`src/verilog/rf_xfer_pkg.sv`:
```
// constants, carriers and state layout for the rf/audio transfer remote control block
// assumes a 125 MHz hclk and an ahb-lite master issuing single word transfers
package rf_xfer_pkg;
  // clock and timing
  localparam int CLK_PERIOD_NS = 8;
  localparam int TICK_TIME_NS  = 1000000;
  localparam int TICK_CYCLES   = TICK_TIME_NS / CLK_PERIOD_NS;
  localparam int TICK_W        = 17;
  localparam int MIN_PULSE_MS  = 250;
  localparam logic [7:0] QUAL_MS_RST = 8'h14;

  // register byte offsets
  localparam logic [7:0] CTRL_OFS      = 8'h00;
  localparam logic [7:0] QUAL_OFS      = 8'h04;
  localparam logic [7:0] STATUS_OFS    = 8'h08;
  localparam logic [7:0] AUDIO_CMD_OFS = 8'h0C;
  localparam int CTRL_REMOTE_BIT = 0;

  // audio command codes from software or the transmitter serial link
  localparam logic [1:0] ACMD_AUTO   = 2'h1;
  localparam logic [1:0] ACMD_MAIN   = 2'h2;
  localparam logic [1:0] ACMD_BACKUP = 2'h3;

  // remote input indices
  localparam int N_IN   = 9;
  localparam int I_ON   = 0;
  localparam int I_OFF  = 1;
  localparam int I_TX1  = 2;
  localparam int I_TX2  = 3;
  localparam int I_ARF  = 4;
  localparam int I_AAUD = 5;
  localparam int I_MAUD = 6;
  localparam int I_BAUD = 7;
  localparam int I_MNT  = 8;

  // remote inputs, all active low, in index order
  typedef struct packed {
    logic maintenance_request_n;
    logic backup_audio_request_n;
    logic main_audio_request_n;
    logic automatic_audio_transfer_request_n;
    logic automatic_rf_transfer_request_n;
    logic second_transmitter_on_air_request_n;
    logic first_transmitter_on_air_request_n;
    logic rf_disable_request_n;
    logic rf_enable_request_n;
  } remote_n_t;

  typedef struct packed {
    logic interlock_closed;
    logic switch_indicates_position_two;
    logic switch_indicates_position_one;
  } coax_in_t;

  typedef struct packed {
    logic pos_two_drive;
    logic pos_one_drive;
  } coax_out_t;

  typedef struct packed {
    logic second_transmitter_rf_en;
    logic first_transmitter_rf_en;
  } rf_en_t;

  // indicator and status bits, also the low bits of the status register
  typedef struct packed {
    logic remote_enabled;
    logic maintenance;
    logic audio_backup;
    logic auto_audio;
    logic auto_rf;
    logic second_transmitter_main;
    logic first_transmitter_main;
    logic rf_enable_request;
  } status_t;

  typedef struct packed {
    logic [N_IN-1:0]        s1;
    logic [N_IN-1:0]        s2;
    logic [N_IN-1:0]        s3;
    logic [N_IN-1:0]        flt;
    logic [N_IN-1:0]        lvl;
    logic [N_IN-1:0][7:0]   cnt;
    logic [TICK_W-1:0]      tick_cnt;
    logic [2:0]             c1;
    logic [2:0]             c2;
    logic [2:0]             c3;
    logic [2:0]             cflt;
    logic                   rf_enable_request;
    logic                   main_two;
    logic                   auto_rf;
    logic                   auto_audio;
    logic                   audio_backup;
    logic                   maint;
    logic                   cmd_two;
    logic                   remote_en;
    logic [7:0]             qual;
    logic                   a_valid;
    logic                   a_write;
    logic [7:0]             a_addr;
    logic [31:0]            hrdata;
    logic                   rf1;
    logic                   rf2;
  } state_t;
endpackage

```
`src/verilog/rf_xfer_ctrl.sv`:
```
// remote control logic of a main/standby transfer controller with coax switch drive
// assumes remote and coax contact inputs arrive asynchronously; ahb-lite single slave
//
// Summary of operation
// [RQ1] remote inputs ignored unless remote operation is selected
// [RQ2] each input acts once per qualified active pulse, not on level
// [RQ3] remote system should hold each pulse at least 250 ms
// [RQ4] rf_enable_request request enables on-air transmitter rf and lights rf_enable_request
// [RQ5] rf_disable_request request disables on-air transmitter rf and clears rf_enable_request
// [RQ6] rf_disable_request or auto-rf request leaves maintenance, dummy-load rf_disable_request
// [RQ7] first-transmitter request makes it main and lights its indicator
// [RQ8] second-transmitter request makes it main and lights its indicator
// [RQ9] either transmitter request forces manual rf transfer and clears maintenance
// [RQ10] auto-rf request sets auto mode and routes main transmitter to antenna
// [RQ11] auto-audio request sets automatic audio transfer and lights indicator
// [RQ12] while auto-audio held, local and serial link audio commands ignored
// [RQ13] main-audio request selects main source and lights indicator
// [RQ14] backup-audio request selects backup source and lights indicator
// [RQ15] either audio source request forces manual audio transfer
// [RQ16] maintenance request enters maintenance, lights it, enables dummy-load rf
// [RQ17] maintenance request also cancels automatic rf transfer
// [RQ18] coax switch driven by two position lines, wanted one energized
// [RQ19] switch reports position on two contacts; device reads them as status
// [RQ20] switch opens interlock before moving, closes after transition completes
// [RQ21] two or more rf group requests at once: no action
// [RQ22] two or more audio group requests at once: no action
// [RQ23] rf_enable_request and rf_disable_request together: rf_disable_request wins
// [RQ24] rf held off while interlock open or position mismatches command
// [RQ25] inputs synchronised, debounced, accepted after stable low qualifying time
module rf_xfer_ctrl #(
  parameter int TICK_CYCLES = rf_xfer_pkg::TICK_CYCLES
) (
  input  wire logic                  hclk,
  input  wire logic                  hresetn,
  input  wire logic                  hsel,
  input  wire logic [31:0]           haddr,
  input  wire logic [1:0]            htrans,
  input  wire logic                  hwrite,
  input  wire logic [2:0]            hsize,
  input  wire logic [31:0]           hwdata,
  input  wire logic                  hready,
  output logic                       hreadyout,
  output logic                       hresp,
  output logic [31:0]                hrdata,
  input  wire rf_xfer_pkg::remote_n_t remote_n,
  input  wire rf_xfer_pkg::coax_in_t  coax_in,
  input  wire logic                  link_audio_valid,
  input  wire logic [1:0]            link_audio_cmd,
  output rf_xfer_pkg::coax_out_t     coax_out,
  output rf_xfer_pkg::rf_en_t        rf_en,
  output rf_xfer_pkg::status_t       status
);
  localparam logic [rf_xfer_pkg::TICK_W-1:0] TICK_LAST =
    rf_xfer_pkg::TICK_W'(TICK_CYCLES - 1);

  rf_xfer_pkg::state_t        st;
  rf_xfer_pkg::state_t        st_nxt;
  logic                       tick;
  logic [rf_xfer_pkg::N_IN-1:0] pulse;
  logic [rf_xfer_pkg::N_IN-1:0] acc;
  logic [2:0]                 rf_grp;
  logic [2:0]                 aud_grp;
  logic                       rf_ok;
  logic                       aud_ok;
  logic                       safe;
  logic                       local_valid;
  logic [1:0]                 local_cmd;
  logic                       audio_block;
  logic [31:0]                rd_word;

  // number of active levels in a group, at most four
  function automatic logic [2:0] ones4(input logic [3:0] v);
    ones4 = {2'h0, v[0]} + {2'h0, v[1]} + {2'h0, v[2]} + {2'h0, v[3]};
  endfunction

  // read mux, unmapped offsets read zero
  always_comb begin
    rd_word = 32'h0000_0000;
    case (haddr[7:0])
      rf_xfer_pkg::CTRL_OFS:   rd_word[0] = st.remote_en;
      rf_xfer_pkg::QUAL_OFS:   rd_word[7:0] = st.qual;
      rf_xfer_pkg::STATUS_OFS: rd_word = {20'h0_0000, st.cflt, st.cmd_two, status};
      default:                 rd_word = 32'h0000_0000;
    endcase
  end

  // next state of the whole block
  always_comb begin
    st_nxt = st;
    // slow time base: one enable per millisecond
    tick = (st.tick_cnt == TICK_LAST);
    st_nxt.tick_cnt = tick ? '0 : st.tick_cnt + 1'b1;

    // three-stage synchronisers; the filter takes a value once stages two and three agree
    st_nxt.s1 = remote_n; // [RQ25]
    st_nxt.s2 = st.s1;
    st_nxt.s3 = st.s2;
    st_nxt.c1 = coax_in; // [RQ19]
    st_nxt.c2 = st.c1;
    st_nxt.c3 = st.c2;
    if (st.c2 == st.c3) begin
      st_nxt.cflt = st.c3;
    end
    for (int i = 0; i < rf_xfer_pkg::N_IN; i++) begin
      if (st.s2[i] == st.s3[i]) begin
        st_nxt.flt[i] = st.s3[i];
      end
      // debounce: level counts as active only after qual ms stable low
      if (st.flt[i]) begin
        st_nxt.cnt[i] = 8'h00; // [RQ25]
        st_nxt.lvl[i] = 1'b0;
      end else if (st.cnt[i] >= st.qual) begin
        st_nxt.lvl[i] = 1'b1; // [RQ25]
      end else if (tick) begin
        st_nxt.cnt[i] = st.cnt[i] + 8'h01;
      end
    end

    // one action per accepted pulse, never on the held level
    pulse = st_nxt.lvl & ~st.lvl; // [RQ2]
    acc = pulse & {rf_xfer_pkg::N_IN{st.remote_en}}; // [RQ1]
    rf_grp = ones4({st_nxt.lvl[rf_xfer_pkg::I_TX1], st_nxt.lvl[rf_xfer_pkg::I_TX2],
                    st_nxt.lvl[rf_xfer_pkg::I_ARF], st_nxt.lvl[rf_xfer_pkg::I_MNT]});
    aud_grp = ones4({1'b0, st_nxt.lvl[rf_xfer_pkg::I_AAUD],
                     st_nxt.lvl[rf_xfer_pkg::I_MAUD], st_nxt.lvl[rf_xfer_pkg::I_BAUD]});
    rf_ok = (rf_grp < 3'h2); // [RQ21]
    aud_ok = (aud_grp < 3'h2); // [RQ22]

    // rf_enable_request/off, off has priority
    if (acc[rf_xfer_pkg::I_OFF]) begin
      st_nxt.rf_enable_request = 1'b0; // [RQ5] [RQ23]
      st_nxt.maint = 1'b0; // [RQ6]
    end else if (acc[rf_xfer_pkg::I_ON]) begin
      st_nxt.rf_enable_request = 1'b1; // [RQ4]
    end

    // rf transfer group
    if (rf_ok) begin
      if (acc[rf_xfer_pkg::I_TX1]) begin
        st_nxt.main_two = 1'b0; // [RQ7]
        st_nxt.cmd_two = 1'b0;
        st_nxt.auto_rf = 1'b0; // [RQ9]
        st_nxt.maint = 1'b0;
      end
      if (acc[rf_xfer_pkg::I_TX2]) begin
        st_nxt.main_two = 1'b1; // [RQ8]
        st_nxt.cmd_two = 1'b1;
        st_nxt.auto_rf = 1'b0; // [RQ9]
        st_nxt.maint = 1'b0;
      end
      if (acc[rf_xfer_pkg::I_ARF]) begin
        st_nxt.auto_rf = 1'b1; // [RQ10]
        st_nxt.cmd_two = st.main_two;
        st_nxt.maint = 1'b0; // [RQ6]
      end
      if (acc[rf_xfer_pkg::I_MNT]) begin
        st_nxt.maint = 1'b1; // [RQ16]
        st_nxt.auto_rf = 1'b0; // [RQ17]
      end
    end

    // local audio commands come first so a remote pulse in the same cycle overrides
    audio_block = st.remote_en & st.lvl[rf_xfer_pkg::I_AAUD];
    local_valid = (st.a_valid & st.a_write & (st.a_addr == rf_xfer_pkg::AUDIO_CMD_OFS))
                  | link_audio_valid;
    local_cmd = link_audio_valid ? link_audio_cmd : hwdata[1:0];
    if (local_valid && !audio_block) begin // [RQ12]
      case (local_cmd)
        rf_xfer_pkg::ACMD_AUTO:   st_nxt.auto_audio = 1'b1;
        rf_xfer_pkg::ACMD_MAIN: begin
          st_nxt.audio_backup = 1'b0;
          st_nxt.auto_audio = 1'b0;
        end
        rf_xfer_pkg::ACMD_BACKUP: begin
          st_nxt.audio_backup = 1'b1;
          st_nxt.auto_audio = 1'b0;
        end
        default: st_nxt.auto_audio = st.auto_audio;
      endcase
    end

    // audio transfer group
    if (aud_ok) begin
      if (acc[rf_xfer_pkg::I_AAUD]) begin
        st_nxt.auto_audio = 1'b1; // [RQ11]
      end
      if (acc[rf_xfer_pkg::I_MAUD]) begin
        st_nxt.audio_backup = 1'b0; // [RQ13]
        st_nxt.auto_audio = 1'b0; // [RQ15]
      end
      if (acc[rf_xfer_pkg::I_BAUD]) begin
        st_nxt.audio_backup = 1'b1; // [RQ14]
        st_nxt.auto_audio = 1'b0; // [RQ15]
      end
    end

    // rf only while the switch sits where commanded with its interlock made;
    // the switch opens the interlock before it moves, so this also covers transit
    safe = st.cflt[2] & (st.cflt[0] == !st.cmd_two) & (st.cflt[1] == st.cmd_two); // [RQ20]
    st_nxt.rf1 = safe & ((st.rf_enable_request & !st.cmd_two) | (st.maint & st.cmd_two)); // [RQ24]
    st_nxt.rf2 = safe & ((st.rf_enable_request & st.cmd_two) | (st.maint & !st.cmd_two)); // [RQ24]

    // ahb-lite: register the address phase, write in the data phase
    st_nxt.a_valid = hsel & htrans[1] & hready;
    if (hsel && htrans[1] && hready) begin
      st_nxt.a_write = hwrite;
      st_nxt.a_addr = haddr[7:0];
      if (!hwrite) begin
        st_nxt.hrdata = rd_word;
      end
    end
    if (st.a_valid && st.a_write) begin
      case (st.a_addr)
        rf_xfer_pkg::CTRL_OFS: st_nxt.remote_en = hwdata[rf_xfer_pkg::CTRL_REMOTE_BIT];
        rf_xfer_pkg::QUAL_OFS: st_nxt.qual = hwdata[7:0];
        default:               st_nxt.remote_en = st.remote_en;
      endcase
    end
  end

  // state register; remote input stages reset to their idle high level, coax contact stages to zero
  always_ff @(posedge hclk or negedge hresetn) begin
    if (!hresetn) begin
      st <= '0;
      st.s1 <= '1;
      st.s2 <= '1;
      st.s3 <= '1;
      st.flt <= '1;
      st.qual <= rf_xfer_pkg::QUAL_MS_RST;
    end else begin
      st <= st_nxt;
    end
  end

  // outputs straight from flops; zero wait state, always okay
  assign hreadyout = 1'b1;
  assign hresp = 1'b0;
  assign hrdata = st.hrdata;
  assign coax_out.pos_one_drive = !st.cmd_two; // [RQ18]
  assign coax_out.pos_two_drive = st.cmd_two; // [RQ18]
  assign rf_en.first_transmitter_rf_en = st.rf1;
  assign rf_en.second_transmitter_rf_en = st.rf2;
  assign status = {st.remote_en, st.maint, st.audio_backup, st.auto_audio, st.auto_rf,
                   st.main_two, !st.main_two, st.rf_enable_request};
endmodule

```
`config.mk`:
```
export PLATFORM = sky130hd
export DESIGN_NAME = rf_xfer_ctrl
export DESIGN_NICKNAME = d
export VERILOG_FILES = /design/src/verilog/rf_xfer_pkg.sv /design/src/verilog/rf_xfer_ctrl.sv
export SDC_FILE = /design/constraint.sdc
export NUM_CORES = 1
export LEC_CHECK = 0
export ABC_CLOCK_PERIOD_IN_PS = 2900
export BUFFER_PORTS_ARGS = -buffer_cell sky130_fd_sc_hd__buf_4
export CAP_MARGIN = 5
export CORE_MARGIN = 5
export CORE_UTILIZATION = 53
export CTS_CLUSTER_DIAMETER = 40
export DETAILED_ROUTE_END_ITERATION = 8
export PLACE_DENSITY = 0.81
export SYNTH_ARGS = -nofsm -noshare
export SYNTH_HDL_FRONTEND = slang
export SYNTH_SLANG_ARGS = --single-unit
```
`constraint.sdc`:
```
create_clock -name hclk -period 2.9 [get_ports hclk]
set_input_delay 0.58 -clock hclk [delete_from_list [all_inputs] [get_ports hclk]]
set_output_delay 0.58 -clock hclk [all_outputs]
set_load 0.02 [all_outputs]
```
==> summary.txt <==
Status: finished with violations
Failing checks: setup timing
TritonCTS clock tree: yes
Max Cap Viol: 0
EDFF count, synth: 0
Worst endpoint required time: 3.23 ns
Worst min path class: primary input to asynchronous set/reset pin
GP Congestion: 0.8400
Die W: 148.1 microns
Worst Setup SP: st[44]
Final clock skew: 0.01035 ns
Synth top area cells: dfrtp_1 (37%), ha_1 (10%), dfstp_2 (9.9%)
M1 GR Usage: 26.14%
CP Cell Sequence: ha_4 -> nand2b_4 -> a211o_1 -> a21oi_2 -> o21ai_1 -> nor2_1 -> nor2_2 -> fa_2 -> nor3_4 -> a21oi_4 -> a31o_1 -> a22o_1
Worst slew pin tran: 0.9176 ns
Leading area contributor after synthesis: dfrtp_1
Iter 0 DRT Violations: 439
Slew headroom: 38.18%
Design Area, Final: 0.01209 sq mm
Post-route antenna net violation count: 0
Max VDD drop: 0.3943 mV
WS Path Type: register to register
FF-to-FF path depth: 12
Sequential area share after synthesis: 46.53%
RSZ-0062 raised after global routing: yes
Syn_area_per_cell: 10.89 sq um
P_int: 0.004122 W
Reg-to-Reg Start: st[44]
Met3 usage: 5.332%
Slowest cell on the critical path: dfrtp_4
Area grow syn2layout: 19.68%
Die area: 0.02193 sq mm
Crit path DAT: 3.27 ns
Largest net degree at the start of global routing: 65
Grt ovf: 0
Hold Buf Count CTS: 0
Mapped Cells: 928
Clock root cell: clkbuf_16
Hold Slack: 0.1299 ns
Utilization after layout: 64.43%
Dpl ws: -0.1570 ns
Flops & latches, synth: 186
Leakage: 5.552 nW
Clock latency on the worst-skew pair: 0.44 ns
WL/cell: 17.76 microns
Critical path peak fanout: 8
Final Cycle Share: 101.6%
FF-to-FF End: status[3]
# IOs: 135
DR vias/cell: 5.800
Clock Path Buffers: 2
Clock buffer count from CTS: 17
Busiest grt layer: met2
Most frequent cells in the layout: dfrtp_1 (147), buf_4 (131), nor2_1 (84)
Total wire length: 23.00 mm
R2R setup slack: -0.05 ns
DP Area: 0.01106 sq mm
H-tree depth: 4
Die Span Y: 148.1 microns
PwrDens: 458.9 mW/mm^2
Rows: 50
Post-synth top flop: dfrtp_1
CP endpoint kind: register
Sw Ratio: 25.73%
Worst setup SP type: register
CORE AREA: 0.01877 sq mm
DP HPWL: 15.47 mm
DRC Markers: 0
Sequential power share: 50.7%
Switching power: 0.001428 W
Combinational share of power: 8.0%
Nets: 1221
Final Max Slew Viols: 0
Crit path to: status[3]
First-pass GRT wire length: 37.20 mm
Final Hold Violating Endpoints: 0
Clock Pin Slew Worst Setup and Hold Paths: 0.07 ns
Syn Std Cell Area: 0.01010 sq mm
F_max: 339.4 MHz
FFs w/ async S/R, synth: 100.0%
Most common cell after layout, fill and taps aside: dfrtp_1
Fill cell count: 1358
Footprint of the multi-input gates: 0.005181 sq mm
First-pass detailed-route iteration total: 7
Total power: 0.005550 W
Buffers on Ports: 60
Vias in the first global route: 7761
Final Critical Period: 2.946 ns
Register area: 0.004706 sq mm
Layout cells sized above 1: 28.28%
Post-route setup slack: -0.04646 ns
Total track usage: 20.83%
YS warnings: 0
Setup-failing EPs final: 2
Unique masters post-synth: 77
Ant diodes: 0
Clock network fraction of design power: 41.3%
Via count: 7511
CTS sink count: 186
Slowest cell delay on critical path: 0.59 ns
Met2 usage in global routing: 34.94%
Top-area cell type share of the netlist area: 36.65%
Starting Density: 53.84%
Initial antenna violation count: 0
flip-flops by register name, indices dropped and copies added (netlist names):
signal and cells:
rf_en 2, status 7, coax_out 1, st 164
hrdata 12
worst min-delay path by stage:
stage / cells after the start / from / endpoint
after global placement: 0 / st[200] / st[191]
after CTS: 1 / hresetn / st[35]
after global routing: 1 / hresetn / st[35]
after detailed placement: 0 / st[71] / st[68]
after floorplan: 0 / hresetn / coax_out[1]
final: 1 / hresetn / st[148]
synth_stat cells (4+ instances only):
master      n
dfrtp_1   148
nor2_1     88
ha_1       83
inv_1      50
a21oi_1    45
buf_4      45
dfstp_2    38
nand2_1    38
nand4_1    31
xnor2_1    28
xor2_1     27
nand3_1    26
o21ai_0    25
mux2_2     20
and3_1     15
nand2b_1   14
clkbuf_1   13
nor3_1     13
mux2i_1    11
nor2b_1    11
maj3_1      9
mux2_1      9
a21o_1      8
a222oi_1    6
a31o_1      6
and4_1      6
a22o_1      5
nand3b_1    5
nor3b_1     5
nor4_1      5
o21ai_1     5
or3_1       5
a211o_1     4
a211oi_1    4
a22oi_1     4
a31oi_1     4
o211ai_1    4
cell families after synthesis:
group	Yosys count	share of synthesized area, %
and+or+nand+nor	286	15.44
DFF	186	46.53
muxes	40	4.322
other	2	0.07432
xor gates and xnor gates	55	4.767
adders and majority gates	93	11.37
buffers and inverters	112	6.055
AOI/OAI and AO/OA	154	11.44
through the flow:
stage                     instances  TNS [ns]
after floorplan                 948         0
after global placement         1244   -0.1810
after detailed placement       1244   -0.4201
after CTS                      1277         0
after global routing           1295   -0.5632
final                          1295  -0.06965
power groups by stage:
stage | sequential, W | combinational (W) | clock [W]
floorplan | 0.00280 | 0.000262 | 0
global placement | 0.00285 | 0.000387 | 0
detailed placement | 0.00286 | 0.000403 | 0
CTS | 0.00281 | 0.000411 | 0.00232
global route | 0.00283 | 0.000490 | 0.00244
finish | 0.00281 | 0.000443 | 0.00229
critical path, delay by kind of cell (launching register included):
| family | cells | cell delay [ns] |
|---|---|---|
| compound gates | 6 | 1.01 |
| simple gates | 4 | 0.56 |
| flops | 1 | 0.59 |
| fa+ha+maj | 2 | 0.68 |
cell type report:
cell class / count / share of cell area [%]
multi-input cells: 651 / 42.85
flip-flops and latches: 186 / 38.91
repair buffers: 141 / 9.519
clock buffers: 19 / 3.580
well taps: 234 / 2.421
inverters: 51 / 1.635
clock inverters: 13 / 1.086
what timing repair did:
action,CTS,global route
gates cloned,0,1
setup buffers,1,17
pin swaps,6,29
resized for setup,11,55
setup endpoints to repair,5,10
routing by layer:
layer	part of all wire, %	vias to the layer above
met1	42	3685
met3	6.6	59
met5	0	-
li1	-	3500
met2	49	267
met4	2.7	0
(Power assumes the default switching activity.)
